$ cat src/acs_pkg.sv
// package: register map, fields, reset values and enumerations of the conversion sequencer
package acs_pkg;
	// register byte offsets
	localparam logic [7:0] OFS_DATA0   = 8'h00; // data registers 0..7 at 0x00..0x1C
	localparam logic [7:0] OFS_CTRL    = 8'h20; // converter_control_register
	localparam logic [7:0] OFS_CHEN    = 8'h24; // channel enable
	localparam logic [7:0] OFS_CMP     = 8'h28; // compare register
	localparam logic [7:0] OFS_STAT    = 8'h30; // converter_status_register
	localparam logic [7:0] OFS_CLKSEL  = 8'h34; // clock_selection_register
	localparam logic [7:0] OFS_CLOCK_DIVIDER_REGISTER  = 8'h38; // clock_divider_register
	// control register fields
	localparam int CTRL_IE      = 1;  // done_irq_enable
	localparam int CTRL_MD_LO   = 2;  // mode [3:2]
	localparam int CTRL_TRGEN   = 8;  // external trigger enable
	localparam int CTRL_DIFF    = 10; // differential input
	localparam int CTRL_ST      = 11; // conversion_start_bit
	localparam int CTRL_CH7_LO  = 12; // channel 7 source [13:12]
	// compare register fields
	localparam int CMP_EN       = 0;
	localparam int CMP_IE       = 1;
	localparam int CMP_GE       = 2;  // 1: match when result >= value
	localparam int CMP_CH_LO    = 3;  // channel [5:3]
	localparam int CMP_VAL_LO   = 16; // value [27:16]
	// status register fields
	localparam int STAT_DONE    = 0;  // conversion_done_flag
	localparam int STAT_CMPF    = 1;
	localparam int STAT_BUSY    = 2;
	localparam int STAT_CH_LO   = 4;  // current channel [6:4]
	// clock fields
	localparam int CKSEL_LO     = 2;  // source select [3:2]
	localparam int CKDIV_LO     = 16; // prescale [23:16]
	// result register fields
	localparam int RES_OVR      = 16;
	localparam int RES_VLD      = 17;
	// sizes and thresholds
	localparam int NCH          = 8;
	localparam int RES_W        = 12;
	localparam int FIFO_D       = 8;
	localparam logic [3:0] FIFO_FLAG_LVL = 4'h4; // done when count above this
	localparam logic [31:0] RST_VAL  = 32'h0000_0000;
	typedef enum logic [1:0] {
		MD_SINGLE = 2'h0,
		MD_BURST  = 2'h1,
		MD_SCAN1  = 2'h2,
		MD_SCANC  = 2'h3
	} acs_mode_e;
endpackage

$ cat src/acs_clkgen.sv
// converter clock enable: source select and prescaler
`timescale 1ns/1ps
module acs_clkgen
	import acs_pkg::*;
(
	input  wire logic       clk,
	input  wire logic       rst_n,
	input  wire logic [1:0] src_sel,
	input  wire logic [7:0] prescale,
	input  wire logic [2:0] src_ena,
	output logic            adc_tick
);
	logic [7:0] cnt_ff;
	logic       tick_ff;
	wire        src_tick = (src_sel == 2'h0) ? src_ena[0] :
	                       (src_sel == 2'h1) ? src_ena[1] :
	                       (src_sel == 2'h2) ? src_ena[2] : 1'b1;
	wire        wrap     = (cnt_ff >= prescale);
	// divide the selected source by prescale+1
	always_ff @(posedge clk) begin
		if (!rst_n) begin
			cnt_ff  <= 8'h00;
			tick_ff <= 1'b0;
		end else begin
			tick_ff <= src_tick && wrap;
			if (src_tick)
				cnt_ff <= wrap ? 8'h00 : cnt_ff + 8'h01;
		end
	end
	assign adc_tick = tick_ff;
endmodule // acs_clkgen

$ cat src/acs_fifo.sv
// burst result fifo, eight words of flip-flops
`timescale 1ns/1ps
module acs_fifo
	import acs_pkg::*;
(
	input  wire logic              clk,
	input  wire logic              rst_n,
	input  wire logic              flush,
	input  wire logic              push,
	input  wire logic [RES_W-1:0]  push_data,
	input  wire logic              pop,
	output logic [RES_W-1:0]       head,
	output logic [3:0]             count,
	output logic                   overflow
);
	logic [RES_W-1:0] mem_ff [FIFO_D];
	logic [2:0]       wp_ff;
	logic [2:0]       rp_ff;
	logic [3:0]       cnt_ff;
	wire              full    = (cnt_ff == 4'(FIFO_D));
	wire              do_pop  = pop && (cnt_ff != 4'h0);
	wire              do_push = push && !full;
	// store and pointer update
	always_ff @(posedge clk) begin
		if (!rst_n || flush) begin
			wp_ff  <= 3'h0;
			rp_ff  <= 3'h0;
			cnt_ff <= 4'h0;
		end else begin
			if (do_push) begin
				mem_ff[wp_ff] <= push_data;
				wp_ff         <= wp_ff + 3'h1;
			end
			if (do_pop)
				rp_ff <= rp_ff + 3'h1;
			cnt_ff <= cnt_ff + {3'h0, do_push} - {3'h0, do_pop};
		end
	end
	assign head     = (cnt_ff == 4'h0) ? '0 : mem_ff[rp_ff];
	assign count    = cnt_ff;
	assign overflow = push && full;
endmodule // acs_fifo

$ cat src/acs_sequencer.sv
// conversion sequencer top: apb registers, mode sequencing and core handshake
// Operation
// - one 12-bit core, eight channels, four modes
// - start bit set by software or trigger
// - clock source select divided by prescale+1
// - single mode converts once into channel register
// - single done sets flag, interrupt if enabled
// - single: start reads one, cleared at end
// - single mode uses lowest enabled channel only
// - burst fills eight deep fifo via register 0
// - burst flag when fifo holds above four
// - burst repeats while start bit stays one
// - burst converts lowest enabled channel only
// - scan converts enabled channels ascending once
// - scan end sets flag, clears start, idles
// - start cleared mid scan: finish current, stop
// - continuous scan repeats until software stops
// - result registers carry valid and overrun
// - channel 7 selects pin, bandgap or sensor
// - eight single-ended or four differential pairs
// - compare results, optional match interrupt
// - valid cleared on read, overrun on overwrite
// - continuous: flag each pass, restart lowest
//
// The register addresses and the APB slave port were left to the implementer.
`timescale 1ns/1ps
module acs_sequencer
	import acs_pkg::*;
(
	input  wire logic              CLK,
	input  wire logic              RST_N,
	input  wire logic              PSEL,
	input  wire logic              PENABLE,
	input  wire logic              PWRITE,
	input  wire logic [7:0]        PADDR,
	input  wire logic [31:0]       PWDATA,
	output logic [31:0]            PRDATA,
	output logic                   PREADY,
	output logic                   PSLVERR,
	input  wire logic [2:0]        CLK_SRC_ENA,
	input  wire logic              EXT_TRIGGER_PIN,
	output logic [2:0]             CORE_CHANNEL,
	output logic                   CORE_DIFF,
	output logic [1:0]             CORE_CH7_SRC,
	output logic                   CORE_START,
	input  wire logic              CORE_DONE,
	input  wire logic [RES_W-1:0]  CORE_RESULT,
	output logic                   ADC_IRQ
);
	typedef enum logic [1:0] {ST_IDLE, ST_START, ST_WAIT} acs_state_e;

	acs_state_e       state_ff, nxt_state;
	logic [31:0]      ctrl_ff;
	logic [7:0]       chen_ff;
	logic [31:0]      cmp_ff;
	logic [3:0]       clksel_ff;
	logic [7:0]       clock_divider_register_ff;
	logic             done_ff;
	logic             cmpf_ff;
	logic             st_ff;
	logic [2:0]       ch_ff;
	logic             irq_pend_ff;
	logic             core_start_ff;
	logic [RES_W-1:0] res_ff [NCH];
	logic [NCH-1:0]   vld_ff;
	logic [NCH-1:0]   ovr_ff;
	logic [2:0]       trg_sync_ff;
	logic             trg_prev_ff;
	logic             tick_pend_ff;
	logic [31:0]      rdata_ff;

	// apb decode
	wire        acc      = PSEL && PENABLE;
	wire        wr       = acc && PWRITE;
	wire        rd       = acc && !PWRITE;
	wire        is_data  = (PADDR[7:5] == 3'h0) && (PADDR[1:0] == 2'h0);
	wire [2:0]  rd_idx   = PADDR[4:2];
	wire        hit_ctrl = (PADDR == OFS_CTRL);
	wire        hit_chen = (PADDR == OFS_CHEN);
	wire        hit_cmp  = (PADDR == OFS_CMP);
	wire        hit_stat = (PADDR == OFS_STAT);
	wire        hit_csel = (PADDR == OFS_CLKSEL);
	wire        hit_cdiv = (PADDR == OFS_CLOCK_DIVIDER_REGISTER);
	wire        mapped   = is_data || hit_ctrl || hit_chen || hit_cmp || hit_stat
	                       || hit_csel || hit_cdiv;
	wire [1:0]  mode     = ctrl_ff[CTRL_MD_LO +: 2];
	wire        burst    = (mode == MD_BURST);

	// lowest enabled channel and next enabled channel above current
	logic [2:0] low_ch;
	logic [2:0] next_ch;
	logic       has_next;
	always_comb begin
		low_ch   = 3'h0;
		next_ch  = 3'h0;
		has_next = 1'b0;
		for (int i = NCH - 1; i >= 0; i--) begin
			if (chen_ff[i])
				low_ch = 3'(i);
			if (chen_ff[i] && (3'(i) > ch_ff)) begin
				next_ch  = 3'(i);
				has_next = 1'b1;
			end
		end
	end

	// converter clock enable
	logic adc_tick;
	acs_clkgen u_clkgen (
		.clk      (CLK),
		.rst_n    (RST_N),
		.src_sel  (clksel_ff[CKSEL_LO +: 2]),
		.prescale (clock_divider_register_ff),
		.src_ena  (CLK_SRC_ENA),
		.adc_tick (adc_tick)
	);

	// burst fifo
	logic [RES_W-1:0] fifo_head;
	logic [3:0]       fifo_cnt;
	logic             fifo_ovf;
	wire              cap      = (state_ff == ST_WAIT) && CORE_DONE;
	wire              fifo_pop = rd && (PADDR == OFS_DATA0) && burst;
	acs_fifo u_fifo (
		.clk       (CLK),
		.rst_n     (RST_N),
		.flush     (wr && hit_ctrl && !PWDATA[CTRL_ST]),
		.push      (cap && burst),
		.push_data (CORE_RESULT),
		.pop       (fifo_pop),
		.head      (fifo_head),
		.count     (fifo_cnt),
		.overflow  (fifo_ovf)
	);

	// trigger pin: three stage synchroniser, rising edge when stages two and three agree
	wire trg_lvl  = trg_sync_ff[1] && trg_sync_ff[2];
	wire trg_rise = trg_lvl && !trg_prev_ff && ctrl_ff[CTRL_TRGEN];
	always_ff @(posedge CLK) begin
		if (!RST_N) begin
			trg_sync_ff <= 3'h0;
			trg_prev_ff <= 1'b0;
		end else begin
			trg_sync_ff <= {trg_sync_ff[1:0], EXT_TRIGGER_PIN};
			if (trg_sync_ff[1] == trg_sync_ff[2])
				trg_prev_ff <= trg_sync_ff[2];
		end
	end

	// sequencing decisions at capture time
	wire last_ch   = !has_next || (mode == MD_SINGLE) || burst;
	wire pass_end  = cap && last_ch && !burst;
	wire one_shot  = (mode == MD_SINGLE) || (mode == MD_SCAN1);
	wire hw_clear  = pass_end && one_shot;
	wire sw_set    = wr && hit_ctrl && PWDATA[CTRL_ST];
	wire sw_clr    = wr && hit_ctrl && !PWDATA[CTRL_ST];
	wire st_set    = sw_set || trg_rise;
	wire cmp_hit   = cap && cmp_ff[CMP_EN] && (ch_ff == cmp_ff[CMP_CH_LO +: 3]) &&
	                 ((CORE_RESULT >= cmp_ff[CMP_VAL_LO +: RES_W]) == cmp_ff[CMP_GE]);
	wire burst_flg = burst && (fifo_cnt > FIFO_FLAG_LVL);
	wire done_set  = pass_end || burst_flg;
	wire clr_done  = wr && hit_stat && PWDATA[STAT_DONE];
	wire clr_cmpf  = wr && hit_stat && PWDATA[STAT_CMPF];

	// state machine: start on a converter tick, wait for core done
	always_comb begin
		nxt_state = state_ff;
		unique case (state_ff)
			ST_IDLE:  if (st_ff && adc_tick) nxt_state = ST_START;
			ST_START: nxt_state = ST_WAIT;
			ST_WAIT: begin
				if (CORE_DONE)
					nxt_state = ST_IDLE; // stop after current when start cleared
			end
		endcase
	end

	// state, channel pointer and core start pulse
	always_ff @(posedge CLK) begin
		if (!RST_N) begin
			state_ff      <= ST_IDLE;
			ch_ff         <= 3'h0;
			core_start_ff <= 1'b0;
		end else begin
			state_ff      <= nxt_state;
			core_start_ff <= (nxt_state == ST_START);
			if (state_ff == ST_IDLE && !st_ff)
				ch_ff <= low_ch;
			else if (cap)
				ch_ff <= last_ch ? low_ch : next_ch;
		end
	end

	// start bit: set wins over hardware clear
	always_ff @(posedge CLK) begin
		if (!RST_N)
			st_ff <= 1'b0;
		else if (st_set)
			st_ff <= 1'b1;
		else if (sw_clr || hw_clear)
			st_ff <= 1'b0;
	end

	// configuration registers written by software
	always_ff @(posedge CLK) begin
		if (!RST_N) begin
			ctrl_ff   <= RST_VAL;
			chen_ff   <= RST_VAL[7:0];
			cmp_ff    <= RST_VAL;
			clksel_ff <= RST_VAL[3:0];
			clock_divider_register_ff <= RST_VAL[7:0];
		end else if (wr) begin
			if (hit_ctrl)
				ctrl_ff <= PWDATA & 32'h0000_350E; // start bit lives in st_ff
			if (hit_chen)
				chen_ff <= PWDATA[7:0];
			if (hit_cmp)
				cmp_ff <= PWDATA & 32'h0FFF_003F;
			if (hit_csel)
				clksel_ff <= PWDATA[3:0];
			if (hit_cdiv)
				clock_divider_register_ff <= PWDATA[CKDIV_LO +: 8];
		end
	end

	// sticky flags, event set wins over software clear
	always_ff @(posedge CLK) begin
		if (!RST_N) begin
			done_ff     <= 1'b0;
			cmpf_ff     <= 1'b0;
			irq_pend_ff <= 1'b0;
		end else begin
			if (done_set)
				done_ff <= 1'b1;
			else if (clr_done)
				done_ff <= 1'b0;
			if (cmp_hit)
				cmpf_ff <= 1'b1;
			else if (clr_cmpf)
				cmpf_ff <= 1'b0;
			// burst interrupt waits for the end of the running conversion
			irq_pend_ff <= done_ff && (irq_pend_ff || !burst || state_ff != ST_WAIT || cap);
		end
	end

	// per-channel results with valid and overrun
	genvar g;
	generate
		for (g = 0; g < NCH; g++) begin : g_res
			wire load   = cap && !burst && (ch_ff == 3'(g));
			wire rd_hit = rd && is_data && (rd_idx == 3'(g));
			always_ff @(posedge CLK) begin
				if (!RST_N) begin
					res_ff[g] <= '0;
					vld_ff[g] <= 1'b0;
					ovr_ff[g] <= 1'b0;
				end else if (load) begin
					res_ff[g] <= CORE_RESULT;
					vld_ff[g] <= 1'b1;
					ovr_ff[g] <= vld_ff[g] && !rd_hit;
				end else if (rd_hit) begin
					vld_ff[g] <= 1'b0;
					ovr_ff[g] <= 1'b0;
				end
			end
		end
	endgenerate

	// read data mux; register 0 shows the fifo head in burst mode
	wire [RES_W-1:0] sel_res = (burst && rd_idx == 3'h0) ? fifo_head : res_ff[rd_idx];
	wire             sel_vld = (burst && rd_idx == 3'h0) ? (fifo_cnt != 4'h0) : vld_ff[rd_idx];
	wire             sel_ovr = (burst && rd_idx == 3'h0) ? fifo_ovf : ovr_ff[rd_idx];
	wire [31:0]      ctrl_rd = ctrl_ff | (32'(st_ff) << CTRL_ST);
	wire [31:0]      stat_rd = (32'(done_ff) << STAT_DONE) | (32'(cmpf_ff) << STAT_CMPF) |
	                           (32'(state_ff != ST_IDLE) << STAT_BUSY) |
	                           (32'(ch_ff) << STAT_CH_LO);
	logic [31:0] rmux;
	always_comb begin
		rmux = 32'h0000_0000;
		if (is_data)
			rmux = {14'h0, sel_vld, sel_ovr, 4'h0, sel_res};
		else if (hit_ctrl)
			rmux = ctrl_rd;
		else if (hit_chen)
			rmux = {24'h0, chen_ff};
		else if (hit_cmp)
			rmux = cmp_ff;
		else if (hit_stat)
			rmux = stat_rd;
		else if (hit_csel)
			rmux = {28'h0, clksel_ff};
		else if (hit_cdiv)
			rmux = {8'h0, clock_divider_register_ff, 16'h0};
	end

	// read data register, captured in the setup cycle
	always_ff @(posedge CLK) begin
		if (!RST_N)
			rdata_ff <= 32'h0000_0000;
		else if (PSEL && !PENABLE)
			rdata_ff <= rmux;
	end

	assign PRDATA       = rdata_ff;
	assign PREADY       = 1'b1;
	assign PSLVERR      = acc && !mapped;
	assign CORE_CHANNEL = ch_ff;
	assign CORE_START   = core_start_ff;
	assign CORE_DIFF    = ctrl_ff[CTRL_DIFF];
	assign CORE_CH7_SRC = ctrl_ff[CTRL_CH7_LO +: 2];
	assign ADC_IRQ      = (irq_pend_ff && ctrl_ff[CTRL_IE]) ||
	                      (cmpf_ff && cmp_ff[CMP_IE]);
endmodule // acs_sequencer

$ cat config.mk
export PLATFORM = sky130hd
export DESIGN_NAME = acs_sequencer
export DESIGN_NICKNAME = d
export VERILOG_FILES = /design/src/acs_pkg.sv /design/src/acs_clkgen.sv /design/src/acs_fifo.sv /design/src/acs_sequencer.sv
export SDC_FILE = /design/constraint.sdc
export NUM_CORES = 1
export LEC_CHECK = 0
export ABC_CLOCK_PERIOD_IN_PS = 6500
export BUFFER_PORTS_ARGS = -buffer_cell sky130_fd_sc_hd__buf_4
export CAP_MARGIN = 20
export CELL_PAD_IN_SITES_DETAIL_PLACEMENT = 1
export CELL_PAD_IN_SITES_GLOBAL_PLACEMENT = 1
export CORE_MARGIN = 2
export CORE_UTILIZATION = 53
export DETAILED_ROUTE_END_ITERATION = 7
export PLACE_DENSITY = 0.95
export SLEW_MARGIN = 0
export SYNTH_ARGS = -nofsm -noshare
export SYNTH_HDL_FRONTEND = slang
export SYNTH_SLANG_ARGS = --single-unit
$ cat constraint.sdc
create_clock -name CLK -period 6.5 [get_ports CLK]
set_input_delay 1.625 -clock CLK [delete_from_list [all_inputs] [get_ports CLK]]
set_output_delay 1.625 -clock CLK [all_outputs]
set_load 0.02 [all_outputs]
Word-level counts from Yosys, hierarchy flattened
Memory sizes are Yosys's and may differ from the RTL's. A register that Yosys moved wholly into a read port is not among the register bits.
Cells that the tools add are included.
{"block": "word_totals", "mem_count": 2, "register_bits": 126, "out_inout_bits": 42, "inputBits": 62, "elab_cells": 349, "ram_bits": 192}
{"block": "classes", "bitwise": 12, "eq_ne": 32, "n_lt_le_gt_ge": 12, "add_sub_neg": 5, "reduce_logical": 133, "n_mux": 117}
{"memory": "res_ff", "depth": 8, "word_bits": 12, "read_ports": 1, "rd_ports_with_merged_regs": 0, "write_ports": 8, "line_no": "acs_sequencer.sv:64", "rtl": "logic [RES_W-1:0] res_ff [NCH];"}
{"memory": "u_fifo.mem_ff", "depth": 8, "word_bits": 12, "read_ports": 1, "rd_ports_with_merged_regs": 1, "write_ports": 1, "line_no": "acs_fifo.sv:16", "rtl": "logic [RES_W-1:0] mem_ff [FIFO_D];"}
{"op": "12-bit 2-to-1 mux", "n": 10}
{"op": "28-bit 2-to-1 mux", "n": 4}
{"op": "1-bit 2-to-1 mux", "n": 73}
{"op": "24-bit 2-to-1 mux", "n": 3}
{"op": "1-bit logical AND", "n": 70}
{"op": "3-bit 2-to-1 mux", "n": 21}
{"op": "8-bit by 6-bit == test with 1-bit output, second input constant", "n": 6}
{"op": "2-bit nonzero test", "n": 13}
{"op": "3-bit == test, second input constant", "n": 8}
{"op": "1-bit zero test", "n": 18}
{"op": "1-bit logical OR", "n": 17}
{"op": "14-bit by 12-bit OR with 14-bit output", "n": 1}
{"op": "3-bit by 2-bit == test with 1-bit output, second input constant", "n": 4}
{"op": "12-bit >= comparator", "n": 1}
{"op": "3-bit greater-than comparator, first input constant", "n": 4}
{"op": "2-bit AND reduction", "n": 5}
{"op": "3-bit zero test", "n": 3}
{"op": "8-bit by 1-bit adder with 8-bit output, second input constant", "n": 1}
{"op": "2-bit by 1-bit == test with 1-bit output, second input constant", "n": 4}
{"op": "8-bit >= comparator", "n": 1}
{"op": "2-bit zero test", "n": 4}
{"op": "8-bit zero test", "n": 1}
{"op": "8-bit 2-to-1 mux", "n": 1}
{"op": "1-bit OR", "n": 8}
{"op": "other kinds (21)", "n": 30}

Longest topological paths before layout
Gate-level depths: netlist of the first run.
{"block": "depth", "ltp_word": 19, "depth_mapped": 12, "depth_no_buf": 11}

Hierarchy
A second synthesis of the first run with hierarchy kept.
{"block": "hier_totals", "cells_unflattened": 1212, "area_unflattened_um2": 14567.7}
{"mod": "acs_sequencer", "area_per_inst_um2": 9559.2, "cells_per_inst": 915, "seq_area_each_um2": 4904.7, "instances": 1}
{"mod": "acs_fifo", "area_per_inst_um2": 4386.7, "cells_per_inst": 228, "seq_area_each_um2": 3143.0, "instances": 1}
{"mod": "acs_clkgen", "area_per_inst_um2": 621.8, "cells_per_inst": 69, "seq_area_each_um2": 180.2, "instances": 1}

Worst setup path after synthesis of the first run
Ideal clock, no wire load.
{"block": "synth_path", "path_type": "input -> output", "start": "input PADDR[2]", "end": "output PSLVERR", "path_buffers": 3, "cell_stages": 5, "required_ps": 4875, "setup_slack_ps": 1897, "arrival_ps": 2978, "cell_sequence": "buf_4 > buf_2 > buf_2 > nand2_1 > a211oi_1"}
{"block": "synth_via", "elab_chain_len": 9, "elab_cells_between_ends": 14, "classes_between": "6 x eq/ne; 8 x reduce/logical"}
{"item": "from (decl)", "line_no": "acs_sequencer.sv:35", "rtl": "input wire logic [7:0] PADDR,"}
{"item": "8-bit by 6-bit == test with 1-bit output", "line_no": "acs_sequencer.sv:78", "rtl": "wire hit_ctrl = (PADDR == OFS_CTRL);"}
{"item": "1-bit logical OR (4 in series)", "line_no": "acs_sequencer.sv:84", "rtl": "wire mapped = is_data || hit_ctrl || hit_chen || hit_cmp || hit_stat"}
{"item": "1-bit logical OR", "line_no": "acs_sequencer.sv:85", "rtl": "|| hit_csel || hit_cdiv;"}
{"item": "1-bit logical OR *", "line_no": "acs_sequencer.sv:85"}
{"item": "1-bit zero test *", "line_no": "acs_sequencer.sv:306", "rtl": "assign PSLVERR = acc && !mapped;"}
{"item": "1-bit logical AND *", "line_no": "acs_sequencer.sv:306"}
{"item": "to (decl)", "line_no": "acs_sequencer.sv:39", "rtl": "output logic PSLVERR,"}
Every way passes the cells marked *; elsewhere a longest branch is shown, timed or not.

Worst setup path after layout of the first run
{"block": "layout_path", "start": "input PADDR[1]", "end": "output PSLVERR"}
{"block": "layout_via", "elab_chain_len": 10, "elab_cells_between_ends": 16, "classes_between": "6 x eq/ne; 10 x reduce/logical"}
{"item": "branches (longest 7 deep; another with 8-bit by 6-bit == test with 1-bit output)"}
{"item": "1-bit logical OR *", "line_no": "acs_sequencer.sv:85"}
{"item": "1-bit zero test *", "line_no": "acs_sequencer.sv:306"}
{"item": "1-bit logical AND *", "line_no": "acs_sequencer.sv:306"}
Every way passes the cells marked *.

==> results summary, run 1 <==
The peak ir drop on the vdd network came out at 0.178 mV. During synthesis, Yosys emitted a total of 0 warnings. The number of endpoints failing setup at the final stage is 0. The total global routing track utilization is 31.6%.

The final clock skew came out at 0.0214 ns. The post-layout total power is 4.24 mW. The count of antenna diodes in the layout came out at 0.

Counting distinct cell types in the post-synthesis netlist gives 70. The synthesized instance count is 1186. STA classifies the critical path endpoint as an output pin. The top cell type by area accounts for 40.5% of the synthesized area.

The number of antenna violations at the first check in global routing is 0. The hold buffer count at cts is 0. The post-route core utilization came out at 61.9%. The critical path is of the in -> out type. The worst endpoint data arrival time is 3.32 ns.

The accumulated negative setup slack is 0 ns. The tightest min-delay check is of the reg -> reg type. The source-to-sink clock delay at the later pin of the worst-skew pair came out at 0.54 ns. The routed design could run at a clock period as short as 4.94 ns.

Summed over all instances, the cell type with the most area after synthesis is sky130_fd_sc_hd__edfxtp_1. The floorplan row count came out at 59. The first-pass GRT wire length came out at 67200 microns.

The iteration count of the initial detailed-routing pass is 5. The sink count of the clock tree is 315. The largest individual stage delay along the critical path comes from the cell sky130_fd_sc_hd__nor2b_1.

The mean post-synth cell area is 12.0 sq um. The register-to-register path setup slack came out at 3.37 ns. After detailed routing, the number of remaining DRC violations is 0. The count of non-filler cells in the finished layout came out at 1625.

By instance count, the leading cell after synthesis is sky130_fd_sc_hd__edfxtp_1. The detailed placement HPWL came out at 28700 microns. The die area is 28200 sq um. The number of gates given a new drive strength after cts is 0.

The post-detailed-route via-to-cell ratio is 6.50. The number of global-route vias before repair is 11143. The critical path starts at PADDR[1]. For this configuration, the core starts out at a cell density of 54.3%.

The boundary pin count came out at 104. After clock tree synthesis, the clock-pin slew on the worst setup and hold paths is 0.05 ns. The core area is 26200 sq um. The pre-CTS worst setup slack is 1.66 ns. Final hold analysis gives a worst-case slack of 0.439 ns. For the pin with the worst max-slew slack, the measured transition is 1.06 ns. The total number of vias came out at 10557. STA classifies the critical path startpoint as a primary input. The final global-route overflow total is 0.

Of all nets on the critical path, the largest fanout is 6. The length in cells of the worst reg-to-reg path came out at 10. The number of nets with antenna violations after routing came out at 0. The area of the mapped netlist came out at 14200 sq um. The floorplan die height came out at 168 microns. The most numerous cell type found on the critical path is sky130_fd_sc_hd__buf_4. The maximum number of pins on one net before global-route repair came out at 68.

The proportion of layout cells with a drive suffix above 1 is 18.1%. The worst pin sits at a relative slew slack of 29.3%. The clock tree root driver cell is sky130_fd_sc_hd__clkbuf_16. The final clock period utilization by the worst path is 76.0%.

The count of state elements after synthesis is 315. The summed area of non-filler cells in the final layout is 16200 sq um. The clock tree synthesis step divided the H-tree into 2 levels. The max-slew violation count came to 0. At the end of routability-driven placement, the weighted congestion stood at 0.887.

Across all setup checks in the final design, the least slack found is 1.56 ns. The count of routing violations after the opening detailed-route iteration is 1219. Of all flip-flops after synthesis, the portion carrying an async set or reset was 0%.

By area the synthesized netlist is led by sky130_fd_sc_hd__edfxtp_1 41%, sky130_fd_sc_hd__dfxtp_1 17%, sky130_fd_sc_hd__mux4_2 7.8%, sky130_fd_sc_hd__and2_1 4.2%, sky130_fd_sc_hd__nand2_1 3.5%. The total CTS buffers came out at 34. The area growth from synthesis to final layout is 14.0%. The die span in x is 168 microns. Traced cell by cell, the critical path runs through buf_4, nor4_4, nor2b_1, a211oi_1, buf_4. The flip-flop cell with the highest count after synthesis is sky130_fd_sc_hd__edfxtp_1.

At the worst endpoint, the required time is 4.88 ns. TritonCTS built the clock tree. The maximum achievable frequency came out at 202 MHz.

The total number of nets in the final design is 1362. The worst register-to-register path begins at ctrl_ff[3]. The placed cell count came out at 1561. The leakage dissipation came out at 5.66 nW.

The worst flop-to-flop path endpoint is u_fifo.count[3]. The wire length per cell after detailed routing is 27.2 microns. The run finished with clean final reports. The power per unit of standard cell area is 261 nW/um^2.

Post-CTS timing repair inserted 0 buffers for setup. Setup repair after global routing left no endpoint under its margin. Summing all placed instances gives a cell area of 15200 sq um. The final count of hold timing violations came to 0.

The number of max-cap violations came out at 0. The number of enable-type register cells in the synthesized netlist came out at 192. For this run, the slowest stage of the critical path takes 0.68 ns. The buffer depth of the longest clock path came out at 3. The number of buffers inserted by port buffering came out at 89. The total wire length after detailed routing came out at 44100 microns. The most critical setup path has its endpoint at PSLVERR.

The sequential share of the synthesized area is 57.8%. By count the netlist is led by 192 x sky130_fd_sc_hd__edfxtp_1, 132 x sky130_fd_sc_hd__nand2_1, 123 x sky130_fd_sc_hd__dfxtp_1, 96 x sky130_fd_sc_hd__and2_1, 79 x sky130_fd_sc_hd__nor2_1.
## flip-flops by register name (all words and copies together) (netlist names), 8 cells and up, named ones only
name                       cells
ovr_ff                         8
PRDATA                        26
clock_divider_register_ff      8
u_fifo.mem_ff                 96
vld_ff                         8
u_clkgen.cnt_ff                8
res_ff                        96
chen_ff                        8
cmp_ff                        18
## worst min path at each step
stage | start | end | cells past startpoint
6_report | trg_sync_ff[0] | trg_sync_ff[1] | 1
5_1_grt | trg_sync_ff[0] | trg_sync_ff[1] | 1
4_1_cts | trg_sync_ff[0] | trg_sync_ff[1] | 1
3_5_place_dp | trg_sync_ff[0] | trg_sync_ff[1] | 1
3_3_place_gp | trg_sync_ff[0] | trg_sync_ff[1] | 1
2_1_floorplan | trg_sync_ff[0] | trg_sync_ff[1] | 1
## cells in the final DEF (no fill, tap or decap), types with 14 or more instances in the layout
master,instances
sky130_fd_sc_hd__edfxtp_1,192
sky130_fd_sc_hd__nand2_1,132
sky130_fd_sc_hd__dfxtp_1,123
sky130_fd_sc_hd__buf_4,110
sky130_fd_sc_hd__and2_1,96
sky130_fd_sc_hd__nor2_1,79
sky130_fd_sc_hd__a21oi_1,70
sky130_fd_sc_hd__mux4_2,49
sky130_fd_sc_hd__o21ai_0,34
sky130_fd_sc_hd__ha_1,34
sky130_fd_sc_hd__clkbuf_16,34
sky130_fd_sc_hd__inv_1,33
sky130_fd_sc_hd__mux2i_1,29
sky130_fd_sc_hd__nor3_1,27
sky130_fd_sc_hd__nand2b_1,14
## worst max-delay path, delay by kind of cell
family                 cells  cell delay [ns]
buffers and inverters      2             0.34
AO/OA/AOI/OAI              1             0.20
AND/OR/NAND/NOR            2             1.16
## routing by layer
layer / routed length, microns / part of all wire (%) / global-route usage [%] / up-vias
met5: 0 / 0 / 0 / -
met4: 2070 / 4.7 / 14.3 / 0
met3: 3100 / 7.0 / 5.41 / 139
met2: 21800 / 49 / 53.6 / 560
met1: 17100 / 39 / 40.0 / 5365
li1: - / - / - / 4493
## final cells by class
type	instances	area, sq um
Clock inverter	12	125
Tap cell	335	419
Clock buffer	49	927
Multi-Input combinational cell	766	5550
Timing Repair Buffer	112	842
Sequential cell	315	8230
Fill cell	2623	9980
Inverter	36	135
## cells by family after synthesis
family / share of synthesized area (%)
simple gates: 14.6
flops: 57.8
compound gates: 9.41
buf+inv: 3.34
xor+xnor: 1.05
other cells: 0.0528
mux: 10.6
fa+ha+maj: 3.13
## power breakdown
part | leakage, nW | switching (mW) | internal (mW) | total [mW]
clock | 0.505 | 0.795 | 1.08 | 1.87
combinational | 2.31 | 0.141 | 0.0722 | 0.213
sequential | 2.85 | 0.0136 | 2.14 | 2.15
total | 5.66 | 0.949 | 3.29 | 4.24
Note: power is estimated with default switching activity, not from simulation.
==> run 2: changes to the inputs <==
ABC_CLOCK_PERIOD_IN_PS = 4800   (was 6500)
CORE_UTILIZATION = 49   (was 53)
PLACE_DENSITY = 0.92   (was 0.95)
clock period = 4.8 ns   (was 6.5 ns; I/O delays follow)
==> run 2 against run 1 <==
Critical path depth unchanged. Clock-buffer cell count is 2 higher. Non-clock buffer count increased by 6. Routed wire length is 0.33% lower. Sequential power grew 35%. Core utilization down 4.6 points. Worst setup slack worse by 0.82 ns. Via count decreased by 0.97%. Critical endpoint unchanged. Largest power group unchanged.
==> results summary, run 2 (synthesis gave the netlist of run 1 again) <==
The post-detailed-route via-to-cell ratio came out at 6.21 (was 6.50). The total number of vias is 10455 (was 10557). The last weighted congestion value of the routability-driven placer came out at 0.875 (was 0.887).

The accumulated negative setup slack came to 0 ns (unchanged). The number of endpoints failing setup at the final stage came out at 0 (unchanged). The final global-route overflow total is 0 (unchanged). Cells along the critical path: buf_4, nor4_4, nor2b_1, a211oi_1, buf_4 (unchanged).

The final clock period utilization by the worst path came out at 84.6%. The setup fix buffers added after clock tree synthesis came out at 0 (unchanged). The maximum achievable frequency is 246 MHz.

The worst setup slack after layout is 0.741 ns (was 1.56 ns). The kind of launch point of the worst setup path is a primary input (unchanged). The total global routing track utilization came to 29.0% (was 31.6%). The source-to-sink clock delay at the later pin of the worst-skew pair came out at 0.53 ns (was 0.54 ns). The peak ir drop on the vdd network came to 0.278 mV (was 0.178 mV). The total number of nets in the final design is 1369 (was 1362). The clock-pin slew reported for the worst setup and hold paths after clock tree synthesis is 0.06 ns (was 0.05 ns). The kind of path behind the tightest hold check is reg -> reg (unchanged). The detailed placement HPWL came to 29200 microns (was 28700 microns). The hold slack came out at 0.453 ns (was 0.439 ns).

Result of the run: complete, no violations (unchanged). The proportion of layout cells with a drive suffix above 1 came to 18.9% (was 18.1%). The floorplan die height is 174 microns (was 168 microns). The type of the worst setup path is in -> out (unchanged). The transition time at the pin with the least slew margin is 1.03 ns (was 1.06 ns).

The die span in x came out at 174 microns (was 168 microns). The data required time at the worst endpoint was 3.60 ns (was 4.88 ns). The maximum number of pins on one net before global-route repair is 67 (was 68). The sink count of the clock tree came out at 315 (unchanged).

The area growth from synthesis to final layout came out at 15.3% (was 14.0%). Commonest cells after routing, fill and taps aside: 192 x sky130_fd_sc_hd__edfxtp_1, 132 x sky130_fd_sc_hd__nand2_1, 123 x sky130_fd_sc_hd__dfxtp_1 (unchanged). The wire length per cell after detailed routing came out at 26.1 microns (was 27.2 microns). The placed cell count is 1617 (was 1561).

The number of global-route vias before repair is 11086 (was 11143). The pre-CTS worst setup slack was 0.753 ns (was 1.66 ns). The initial core utilization came to 49.7% (was 54.3%). Unrepaired setup endpoints after global routing: no (unchanged). The core area is 28600 sq um (was 26200 sq um). The TritonCTS clock tree is yes (unchanged). The floorplan row count came out at 62 (was 59). The final clock skew is 0.0197 ns (was 0.0214 ns).

The total placed instance area came out at 15300 sq um (was 15200 sq um). The maximum fanout encountered on the critical timing path came out at 6 (unchanged). The post-layout total power came out at 5.83 mW (was 4.24 mW).

The register-to-register path setup slack was 1.78 ns (was 3.37 ns). The summed area of non-filler cells in the final layout came out at 16400 sq um (was 16200 sq um). The buffer depth of the longest clock path came out at 3 (unchanged). The headroom to the max-slew limit is 30.9% (was 29.3%). The post-route core utilization came out at 57.3% (was 61.9%). The iteration count of the initial detailed-routing pass came to 6 (was 5). The first-pass GRT wire length is 66800 microns (was 67200 microns).

The power per unit of standard cell area was 355 nW/um^2 (was 261 nW/um^2). The final count of hold timing violations is 0 (unchanged). The gate family responsible for the most delay along the worst path is simple AND/OR/NAND/NOR gates (unchanged). The leakage dissipation came out at 5.74 nW (was 5.66 nW). The final critical-path required period came out at 4.06 ns.

The total CTS buffers is 35 (was 34). The worst endpoint data arrival time was 2.86 ns (was 3.32 ns). The boundary pin count is 104 (unchanged). The number of H-tree branching levels came out at 2 (unchanged). The number of gates given a new drive strength after cts is 0 (unchanged).

The number of antenna violations at the first check in global routing is 0 (unchanged). The max-slew violation count was 0 (unchanged). The number of nets with antenna violations after routing is 0 (unchanged). The stage delay of the slowest cell on the critical path was 0.60 ns (was 0.68 ns). The total wire length after detailed routing is 44000 microns (was 44100 microns). The endpoint class of the critical path was an output pin (unchanged). The count of non-filler cells in the finished layout came out at 1683 (was 1625).

The detailed-route DRC error count came to 0 (unchanged). The number of buffers inserted by port buffering came out at 89 (unchanged). The die area came out at 30400 sq um (was 28200 sq um). The clock tree root driver cell is sky130_fd_sc_hd__clkbuf_16 (unchanged). The most repeated library cell on the critical path was sky130_fd_sc_hd__buf_4 (unchanged). The count of antenna diodes in the layout is 0 (unchanged). The count of routing violations after the opening detailed-route iteration is 1146 (was 1219). The number of max-cap violations is 0 (unchanged). The hold buffer count at cts is 0 (unchanged). The combined buffer and inverter count along the critical path came to 2 (unchanged). The commonest non-fill, non-tap cell in the layout is sky130_fd_sc_hd__edfxtp_1 (unchanged). The standard cell with the maximum stage delay on the critical path was sky130_fd_sc_hd__nor2b_1 (unchanged).
## run 2: changes by cell type in the layout (fill, tap and decap cells not counted), sizes merged
cell | previous run | this run
clkinvlp | 1 | 0
clkinv | 8 | 12
clkbuf | 49 | 51
inv | 37 | 36
bufinv | 2 | 1
buf | 112 | 118
## run 2: power breakdown
| part | total (mW) | switching, mW | internal, mW |
|---|---|---|---|
| clock | 2.63 | 1.11 | 1.52 |
| combinational | 0.289 | 0.190 | 0.0988 |
| sequential | 2.91 | 0.0178 | 2.90 |
## run 2: area by class of cell
| class | count | area [sq um] |
|---|---|---|
| Clock buffer | 51 | 1010 |
| Clock inverter | 13 | 101 |
| Fill cell | 2888 | 12200 |
| Sequential cell | 315 | 8230 |
| Multi-Input combinational cell | 766 | 5550 |
| Timing Repair Buffer | 118 | 910 |
| Inverter | 36 | 135 |
| Tap cell | 384 | 480 |
## run 2: worst reg2reg max path: cells and delay by family (launching register included)
kind / cells / cell delay [ns]
xor gates and xnor gates: 1 / 0.15
AOI/OAI and AO/OA: 1 / 0.58
buffers and inverters: 2 / 0.12
and+or+nand+nor: 3 / 0.83
DFF: 1 / 0.37
adders and majority gates: 3 / 0.86
## run 2: layer usage
metal	GRT usage (%)	part of all wire [%]	vias to the layer above	wire length [microns]
met2	48.2	49	556	21600
met3	5.36	7.8	128	3440
met4	14.1	4.5	0	1980
met1	36.5	39	5276	17000
met5	0	0	-	0
li1	-	-	4495	-
## run 2: path summary, 6_finish.rpt
| kind | end | depth (start not counted) | from |
|---|---|---|---|
| worst min register to register | PRDATA[12] | 2 | PRDATA[12] |
| worst max register to register | u_fifo.count[2] | 10 | ctrl_ff[3] |
| worst max-delay path | PSLVERR | 5 | PADDR[1] |
| worst min-delay path | PRDATA[12] | 2 | PRDATA[12] |
